### src/rtl/efp_regs.vh
`ifndef EFP_REGS_VH
`define EFP_REGS_VH
// ----------------------------------------
// Register offsets
// ----------------------------------------
`define EFP_OFF_CTRL      16'h1050
`define EFP_OFF_BANK_HI   16'h1051
`define EFP_OFF_BANK_LO   16'h1052
`define EFP_OFF_ADDR_HI   16'h1053
`define EFP_OFF_ADDR_LO   16'h1054
`define EFP_OFF_DATA      16'h1055
`define EFP_OFF_SECT_HI   16'h1056
`define EFP_OFF_SECT_MID  16'h1057
`define EFP_OFF_SECT_LO   16'h1058
`define EFP_OFF_CMD       16'h1059
`define EFP_OFF_STAT      16'h105a
// ----------------------------------------
// Control fields
// ----------------------------------------
`define EFP_CTL_FMT       0
`define EFP_CTL_TWO       1
`define EFP_CTL_CHIP2     2
`define EFP_CTL_PROG_OK   3
`define EFP_CTL_SECTOR    4
`define EFP_CTL_ERASE_OK  5
`define EFP_CTL_WMASK     8'h3d
// Command register codes
`define EFP_GO_PROG       8'h01
`define EFP_GO_ERASE      8'h02
`define EFP_GO_VERIFY     8'h03
// ----------------------------------------
// Flash command bytes and unlock addresses
// ----------------------------------------
`define EFP_D_AA          8'haa
`define EFP_D_55          8'h55
`define EFP_D_80          8'h80
`define EFP_D_A0          8'ha0
`define EFP_D_CHIP        8'h10
`define EFP_D_SECT        8'h30
`define EFP_D_PROTECTED   8'h01
`define EFP_D_UNPROTECTED 8'h00
`define EFP_U1_FMT1       12'h555
`define EFP_U2_FMT1       12'h2aa
`define EFP_U1_FMT2       12'haaa
`define EFP_U2_FMT2       12'h555
`define EFP_DQ7           7
// ----------------------------------------
// Timing
// ----------------------------------------
`define EFP_CLK_NS        10
`define EFP_WE_NS         50
`define EFP_WE_CYC        ((`EFP_WE_NS + `EFP_CLK_NS - 1) / `EFP_CLK_NS)
`define EFP_POLL_LIMIT    24'hffffff
`endif

### src/rtl/efp_flash_seq.v
`timescale 1ns/1ps
`default_nettype none
`include "efp_regs.vh"
module efp_flash_seq
(
  input  wire        clock,
  input  wire        resetn,
  input  wire [15:0] reg_addr,
  input  wire [7:0]  reg_wdata,
  input  wire        reg_write,
  input  wire        reg_read,
  output reg  [7:0]  reg_rdata,
  input  wire        two_flash_strap,
  output reg  [27:0] flash_addr,
  output reg  [7:0]  flash_dq_out,
  output reg         flash_dq_oe,
  input  wire [7:0]  flash_dq_in,
  output reg         flash_we_n,
  output reg         flash_oe_n,
  output reg         first_chip_enable_n,
  output reg         second_chip_enable_n
);

  // ----------------------------------------
  // States
  // ----------------------------------------
  localparam [2:0] ST_IDLE  = 3'h0;
  localparam [2:0] ST_SETUP = 3'h1;
  localparam [2:0] ST_PULSE = 3'h2;
  localparam [2:0] ST_GAP   = 3'h3;
  localparam [2:0] ST_POLL  = 3'h4;
  localparam [2:0] ST_READ  = 3'h5;
  localparam [1:0] OP_PROG   = 2'h1;
  localparam [1:0] OP_ERASE  = 2'h2;
  localparam [1:0] OP_VERIFY = 2'h3;

  // ----------------------------------------
  // Registers
  // ----------------------------------------
  reg  [7:0]  flash_control;
  reg  [7:0]  prog_bank_high;
  reg  [7:0]  prog_bank_low;
  reg  [7:0]  prog_addr_high;
  reg  [7:0]  prog_addr_low;
  reg  [7:0]  prog_data_byte;
  reg  [7:0]  sector_addr_high;
  reg  [7:0]  sector_addr_mid;
  reg  [7:0]  sector_addr_low;
  reg  [7:0]  verify_result;
  reg  [2:0]  state;
  reg  [1:0]  op;
  reg  [2:0]  step;
  reg  [7:0]  timer;
  reg  [23:0] poll_count;
  reg         strap_seen;
  reg         busy;
  reg         fail;

  wire [27:0] target_location;
  wire [27:0] erase_sector_location;
  wire [2:0]  last_step;
  wire        fmt2;
  reg  [11:0] cyc_lo;
  reg  [7:0]  cyc_data;
  reg  [27:0] cyc_addr;

  // Bank picks a 16K window; address 8000h-BFFFh maps into it
  assign target_location = {prog_bank_high[3:0], prog_bank_low,
                            2'b00, prog_addr_high[5:0], prog_addr_low};
  // Sector value is the leading digits of the start address
  assign erase_sector_location = {sector_addr_high[3:0], sector_addr_mid,
                                  sector_addr_low, 8'h00};
  assign fmt2 = flash_control[`EFP_CTL_FMT];
  assign last_step = (op == OP_ERASE) ? 3'd5 : 3'd3;

  // Unlock address per format
  function [11:0] unlock_addr;
    input f2;
    input second;
    begin
      if (f2)
        unlock_addr = second ? `EFP_U2_FMT2 : `EFP_U1_FMT2;
      else
        unlock_addr = second ? `EFP_U2_FMT1 : `EFP_U1_FMT1;
    end
  endfunction

  // ----------------------------------------
  // Bus cycle table
  // ----------------------------------------
  always @*
  begin
    cyc_lo = unlock_addr(fmt2, 1'b0);
    cyc_data = `EFP_D_AA;
    cyc_addr = 28'h0000000;
    case (step)
      3'd1:
      begin
        cyc_lo = unlock_addr(fmt2, 1'b1);
        cyc_data = `EFP_D_55;
      end
      3'd2:
        cyc_data = (op == OP_PROG) ? `EFP_D_A0 : `EFP_D_80;
      3'd3:
        if (op == OP_PROG)
          cyc_data = prog_data_byte;
      3'd4:
      begin
        cyc_lo = unlock_addr(fmt2, 1'b1);
        cyc_data = `EFP_D_55;
      end
      3'd5:
        cyc_data = flash_control[`EFP_CTL_SECTOR] ? `EFP_D_SECT : `EFP_D_CHIP;
      default:
        cyc_data = `EFP_D_AA;
    endcase
    // Upper bits stay zero on unlock cycles; only target cycles carry them
    if (op == OP_PROG && step == 3'd3)
      cyc_addr = target_location;
    else if (op == OP_ERASE && step == 3'd5 && flash_control[`EFP_CTL_SECTOR])
      cyc_addr = erase_sector_location;
    else
      cyc_addr = {16'h0000, cyc_lo};
  end

  // ----------------------------------------
  // Register write, sequencer
  // ----------------------------------------
  always @(posedge clock)
  begin
    if (!resetn)
    begin
      flash_control <= 8'h00;
      prog_bank_high <= 8'h00;
      prog_bank_low <= 8'h00;
      prog_addr_high <= 8'h00;
      prog_addr_low <= 8'h00;
      prog_data_byte <= 8'h00;
      sector_addr_high <= 8'h00;
      sector_addr_mid <= 8'h00;
      sector_addr_low <= 8'h00;
      verify_result <= 8'h00;
      strap_seen <= 1'b0;
      state <= ST_IDLE;
      op <= 2'h0;
      step <= 3'h0;
      timer <= 8'h00;
      poll_count <= 24'h000000;
      busy <= 1'b0;
      fail <= 1'b0;
      flash_addr <= 28'h0000000;
      flash_dq_out <= 8'h00;
      flash_dq_oe <= 1'b0;
      flash_we_n <= 1'b1;
      flash_oe_n <= 1'b1;
    end
    else
    begin
      // Strap for one or two chips is caught after reset release
      if (!strap_seen)
      begin
        strap_seen <= 1'b1;
        flash_control[`EFP_CTL_TWO] <= two_flash_strap;
      end
      if (reg_write)
      begin
        case (reg_addr)
          `EFP_OFF_CTRL:
            flash_control <= (flash_control & ~`EFP_CTL_WMASK)
                             | (reg_wdata & `EFP_CTL_WMASK);
          `EFP_OFF_BANK_HI:  prog_bank_high <= reg_wdata;
          `EFP_OFF_BANK_LO:  prog_bank_low <= reg_wdata;
          `EFP_OFF_ADDR_HI:  prog_addr_high <= reg_wdata;
          `EFP_OFF_ADDR_LO:  prog_addr_low <= reg_wdata;
          `EFP_OFF_DATA:     prog_data_byte <= reg_wdata;
          `EFP_OFF_SECT_HI:  sector_addr_high <= reg_wdata;
          `EFP_OFF_SECT_MID: sector_addr_mid <= reg_wdata;
          `EFP_OFF_SECT_LO:  sector_addr_low <= reg_wdata;
          `EFP_OFF_CMD:
            if (!busy)
            begin
              busy <= (reg_wdata == `EFP_GO_PROG) || (reg_wdata == `EFP_GO_ERASE)
                      || (reg_wdata == `EFP_GO_VERIFY);
              op <= reg_wdata[1:0];
              step <= 3'h0;
              fail <= 1'b0;
              state <= (reg_wdata == `EFP_GO_VERIFY) ? ST_READ : ST_SETUP;
              if (reg_wdata != `EFP_GO_PROG && reg_wdata != `EFP_GO_ERASE
                  && reg_wdata != `EFP_GO_VERIFY)
                state <= ST_IDLE;
              timer <= 8'h00;
            end
          default:
            flash_control <= flash_control;
        endcase
      end
      case (state)
        ST_IDLE:
        begin
          flash_we_n <= 1'b1;
          flash_oe_n <= 1'b1;
          flash_dq_oe <= 1'b0;
        end
        ST_SETUP:
        begin
          flash_addr <= cyc_addr;
          flash_dq_out <= cyc_data;
          flash_dq_oe <= 1'b1;
          state <= ST_PULSE;
          timer <= 8'h00;
        end
        ST_PULSE:
        begin
          // Each command cycle is one full write strobe
          flash_we_n <= 1'b0;
          timer <= timer + 8'h01;
          if (timer == `EFP_WE_CYC)
          begin
            flash_we_n <= 1'b1;
            state <= ST_GAP;
          end
        end
        ST_GAP:
        begin
          if (step == last_step)
          begin
            flash_dq_oe <= 1'b0;
            poll_count <= 24'h000000;
            state <= ST_POLL;
          end
          else
          begin
            step <= step + 3'h1;
            state <= ST_SETUP;
          end
        end
        ST_POLL:
        begin
          // Data polling: DQ7 reads true data once the flash is done
          flash_oe_n <= 1'b0;
          poll_count <= poll_count + 24'h000001;
          if (!flash_oe_n && (flash_dq_in[`EFP_DQ7] == ((op == OP_PROG) ?
              prog_data_byte[`EFP_DQ7] : 1'b1)) || poll_count == `EFP_POLL_LIMIT)
          begin
            fail <= (poll_count == `EFP_POLL_LIMIT);
            if (op == OP_PROG)
              flash_control[`EFP_CTL_PROG_OK] <= (poll_count != `EFP_POLL_LIMIT);
            else
              flash_control[`EFP_CTL_ERASE_OK] <= (poll_count != `EFP_POLL_LIMIT);
            busy <= 1'b0;
            flash_oe_n <= 1'b1;
            state <= ST_IDLE;
          end
        end
        ST_READ:
        begin
          flash_addr <= erase_sector_location;
          flash_oe_n <= 1'b0;
          timer <= timer + 8'h01;
          if (timer == `EFP_WE_CYC)
          begin
            if (flash_dq_in == `EFP_D_PROTECTED)
              verify_result <= `EFP_D_PROTECTED;
            else if (flash_dq_in == `EFP_D_UNPROTECTED)
              verify_result <= `EFP_D_UNPROTECTED;
            else
              verify_result <= 8'hff;
            flash_oe_n <= 1'b1;
            busy <= 1'b0;
            state <= ST_IDLE;
          end
        end
        default:
          state <= ST_IDLE;
      endcase
    end
  end

  // ----------------------------------------
  // Chip enables
  // ----------------------------------------
  always @(posedge clock)
  begin
    if (!resetn)
    begin
      first_chip_enable_n <= 1'b1;
      second_chip_enable_n <= 1'b1;
    end
    else
    begin
      first_chip_enable_n <= !(busy && !flash_control[`EFP_CTL_CHIP2]);
      second_chip_enable_n <= !(busy && flash_control[`EFP_CTL_CHIP2]);
    end
  end

  // ----------------------------------------
  // Read data, one cycle after the strobe
  // ----------------------------------------
  always @(posedge clock)
  begin
    if (!resetn)
      reg_rdata <= 8'h00;
    else if (reg_read)
    begin
      case (reg_addr)
        `EFP_OFF_CTRL:     reg_rdata <= flash_control & 8'h3f;
        `EFP_OFF_BANK_HI:  reg_rdata <= prog_bank_high;
        `EFP_OFF_BANK_LO:  reg_rdata <= prog_bank_low;
        `EFP_OFF_ADDR_HI:  reg_rdata <= prog_addr_high;
        `EFP_OFF_ADDR_LO:  reg_rdata <= prog_addr_low;
        `EFP_OFF_DATA:     reg_rdata <= prog_data_byte;
        `EFP_OFF_SECT_HI:  reg_rdata <= sector_addr_high;
        `EFP_OFF_SECT_MID: reg_rdata <= sector_addr_mid;
        `EFP_OFF_SECT_LO:  reg_rdata <= sector_addr_low;
        `EFP_OFF_STAT:     reg_rdata <= {6'h00, fail, busy};
        `EFP_OFF_CMD:      reg_rdata <= verify_result;
        default:           reg_rdata <= 8'h00;
      endcase
    end
    else
      reg_rdata <= 8'h00;
  end

endmodule
`default_nettype wire

### config.mk
export PLATFORM = sky130hd
export DESIGN_NAME = efp_flash_seq
export DESIGN_NICKNAME = d
export VERILOG_FILES = /design/src/rtl/efp_flash_seq.v
export VERILOG_INCLUDE_DIRS = /design/src /design/src/rtl
export SDC_FILE = /design/constraint.sdc
export NUM_CORES = 1
export LEC_CHECK = 0
export BUFFER_PORTS_ARGS = -buffer_cell sky130_fd_sc_hd__buf_4
export CORE_MARGIN = 1
export CORE_UTILIZATION = 45
export DETAILED_ROUTE_END_ITERATION = 7
export GPL_TIMING_DRIVEN = 0
export PLACE_DENSITY = 0.63
export SLEW_MARGIN = 20
export SYNTH_ARGS = -nofsm -noshare
export SYNTH_HDL_FRONTEND = slang
export SYNTH_SLANG_ARGS = --single-unit
### constraint.sdc
create_clock -name clock -period 2.8 [get_ports clock]
set_input_delay 0.14 -clock clock [delete_from_list [all_inputs] [get_ports clock]]
set_output_delay 0.14 -clock clock [all_outputs]
set_load 0.03 [all_outputs]
==> results.py <==
metrics = {
    "route": {
        "num_vias": 7388,
        "viasPerCell": 6.05,
        "drc_errors": 0,
        "drtIter0Drc": 843,
        "drt-total-wl_mm": 25.0,
        "firstDrtPassIters": 6,
        "postRouteAntennaNets": 0,
        "wl_per_cell_um": 20.4,
    },
    "run_status": {
        "outcome": "completed",
    },
    "grt": {
        "grt_pass1_wl_mm": 38.6,
        "grt_max_degree": 17,
        "antenna_found_initial": 0,
        "grt_overflow": 0,
        "grt_pass1_vias": 6642,
        "grt_use_total_pct": 29.1,
    },
    "clock_network": {
        "cts_tree": "built",
        "cts_buffers": 17,
        "ctsHtreeMaxLevel": 4,
        "ctsResizeCount": 0,
        "cts.sinks": 164,
        "ctsRootBufferMaster": "clkbuf_16",
        "clk_latency_ns": 0.44,
        "cts_buffer_depth": 2,
        "clkSlewWorstSetupHoldPaths_ns": 0.07,
    },
    "floorplanning": {
        "num_rows": 47,
        "design.core.area_sq_mm": 0.0166,
        "dieArea_sq_mm": 0.0176,
        "die_h_um": 133,
        "die_x_um": 133,
        "start_util_pct": 46.2,
        "ioPinCount": 86,
    },
    "setup_path": {
        "crit_arrival_ns": 2.73,
        "crit_path_max_incr_delay_ns": 0.49,
        "cp-start-kind": "flip-flop",
        "crit_type": "reg -> reg",
        "required_ns": 3.10,
        "critPathMaxFanout": 9,
        "crit_slowest_cell": "dfxtp_1",
        "cp-end-kind": "flip-flop",
        "critPathBufInv": 2,
        "cp_cell_sequence": "inv_1 -> ha_1 -> mux2_2 -> inv_1 -> ha_1 -> a21bo_2 -> o21ai_0 -> a222oi_1 -> nor2_1",
        "cp_top_family": "compound AO/OA/AOI/OAI gates",
    },
    "synth": {
        "yosysSeqAreaShare_pct": 42.7,
        "async_reset_ff_share_pct": 0,
        "synth_area_leader_cell": "dfxtp_1",
        "synth_area_leaders": "dfxtp_1 43%, a21oi_1 5.5%, nand2_1 5.4%, mux2i_1 5.1%, nor2_1 4.7%",
        "synth.net_count": 937,
        "syn_inst": 891,
        "synth.distinct_cells": 78,
        "synth_area_sq_mm": 0.00769,
        "synthDominantCellAreaShare_pct": 42.7,
        "ys_ff_latch": 164,
        "syn_avg_cell_area_sq_um": 8.63,
        "synth_edf_count": 0,
        "synth_ff_type": "dfxtp_1",
        "ys_warn_count": 0,
    },
    "sta": {
        "drv_slew": 0,
        "setup_ws_ns": 0.376,
        "hold_viol": 0,
        "rsz0062_at_grt": "no",
        "setup_viol": 0,
        "worst_pin_slew_ns": 0.840,
        "max_freq_mhz": 412,
        "relSlewSlack_pct": 44.0,
        "fin_skew_ns": 0.0116,
        "tns_ns": 0,
        "period_needed_ns": 2.42,
        "period_share_pct": 86.6,
    },
    "power": {
        "p_leak_nw": 3.34,
        "power.density_mw_per_mm2": 519,
        "seqPwrFrac_pct": 49.4,
        "clock_power_share_pct": 46.5,
        "irDropWorstVdd_mv": 0.482,
        "switchingPower_w": 0.00116,
        "power.total_w": 0.00472,
        "power.internal_w": 0.00356,
        "swShare_pct": 24.6,
        "p_comb_share_pct": 4.1,
    },
    "job": {
        "drv_cap": 0,
    },
    "placement": {
        "io_buffers": 77,
        "post_dp_cell_area_sq_mm": 0.00854,
        "dpl_worst_slack_ns": 0.395,
        "finalWeightedCongestion": 0.913,
        "place_hpwl_mm": 17.9,
    },
    "min_path": {
        "hp-class": "in -> reg",
    },
    "final_layout": {
        "utilization_pct": 54.7,
        "area_growth_pct": 18.5,
        "fill_cells": 1612,
        "multi_input_area_sq_mm": 0.00412,
        "final_area_sq_mm": 0.00910,
        "n_antenna_cell": 0,
        "seqCellArea_sq_mm": 0.00328,
        "drive_above_1_share_pct": 15.7,
        "finalNetCount": 1035,
    },
}
-- metrics by stage --
step / hold WS (ns) / std cells
after floorplan: 0.168 / 891
after global placement: 0.256 / 1188
after detailed placement: 0.256 / 1188
after CTS: 0.0493 / 1222
after global routing: 0.0576 / 1222
final: 0.0539 / 1222
-- path summary, 6_finish.rpt --
path                     start                end  slack, ns  cells after the start
min reg2reg  prog_bank_high[5]  prog_bank_high[5]       0.45                      2
min            two_flash_strap   flash_control[1]       0.05                      3
max                    step[0]      flash_addr[8]       0.38                      9
max reg2reg            step[0]      flash_addr[8]       0.38                      9
-- cell type report --
class / instances / area share [%]
plain buffers: 59 / 2.71
multi-input cells: 658 / 45.2
repair buffers: 79 / 6.57
clock inverters: 12 / 1.09
flip-flops and latches: 164 / 36.1
well taps: 220 / 3.02
inverters: 10 / 0.412
clock buffers: 20 / 4.91
-- flip-flops by register name, indices dropped and copies added (netlist names), 2 cells and up --
name	cells
flash_addr	28
flash_control	6
flash_dq_out	8
op	2
poll_count	24
prog_addr_high	8
prog_addr_low	8
prog_bank_high	8
prog_bank_low	8
prog_data_byte	8
reg_rdata	8
sector_addr_high	8
sector_addr_low	8
sector_addr_mid	8
state	3
step	3
timer	8
verify_result	2
-- worst reg2reg max path: stages (launching register included) --
cell and delay, ns:
dfxtp_1 0.49, inv_1 0.17, ha_1 0.24, mux2_2 0.26
inv_1 0.14, ha_1 0.26, a21bo_2 0.24, o21ai_0 0.10
a222oi_1 0.32, nor2_1 0.07
-- synthesized netlist by cell type (all sizes together) (12+ instances only) --
cell and count:
o21a 12, and3 16, clkbuf 45, a31oi 19
dfxtp 164, a222oi 14, mux2i 39, o21ai 62
a21oi 85, buf 14, nand3 30, nand2 110
nor3 17, nor2 100
-- cells by family after synthesis --
kind of cell / Yosys count / share of synthesized area, %
buffers and inverters: 69 / 3.70
flip-flops: 164 / 42.7
adder cells (fa/ha/maj): 9 / 1.47
AND/OR/NAND/NOR: 349 / 23.3
multiplexers: 53 / 8.74
AO/OA/AOI/OAI: 247 / 20.1
-- cells in the final DEF, fill, tap and decap left out, types with 4 or more instances in the layout --
cell          n
or2_1         4
nand3_1      28
nand2_1     110
nor2b_1       8
o21a_1       12
clkinvlp_4    5
a222oi_1     14
nand4_1       8
nor2_1       96
clkinv_4      4
mux2i_1      39
inv_1        10
a22oi_1      10
nand2b_1      4
dfxtp_1     164
a22o_1        4
buf_4        79
o21ai_0      54
a31oi_1      19
clkbuf_16    17
a221oi_1      5
mux4_2       11
nor4_1        4
and4_1        4
clkbuf_1     47
nor3_1       15
nand3b_1      9
o211ai_1      6
or3_1         6
ha_1          9
o21ai_1       8
a21oi_1      85
and3_1       16
buf_2         8
-- timing repair --
| item | in CTS | in global routing |
|---|---|---|
| endpoints found under the setup margin | 0 | 0 |
| hold buffers | 2 | 0 |
| hold endpoints to repair | 2 | 0 |
| setup buffers | 0 | 0 |
-- power groups by stage --
stage	Sequential [W]	Combinational (W)	Clock, W
6_report	0.00233	0.000194	0.00220
4_1_cts	0.00233	0.000191	0.00221
2_1_floorplan	0.00239	0.0000912	0
5_1_grt	0.00233	0.000203	0.00232
3_3_place_gp	0.00239	0.000186	0
3_5_place_dp	0.00239	0.000188	0
-- routing by layer --
| metal | part of all wire, % | vias to the layer above | routed length, um | global-route usage (%) |
|---|---|---|---|---|
| met2 | 43 | 370 | 10700 | 42.4 |
| li1 | - | 3452 | - | - |
| met3 | 9.4 | 41 | 2340 | 5.13 |
| met5 | 0 | - | 0 | 0 |
| met1 | 46 | 3525 | 11400 | 42.7 |
| met4 | 2.0 | 0 | 511 | 10.7 |
Power figures use the tool's default switching activity.
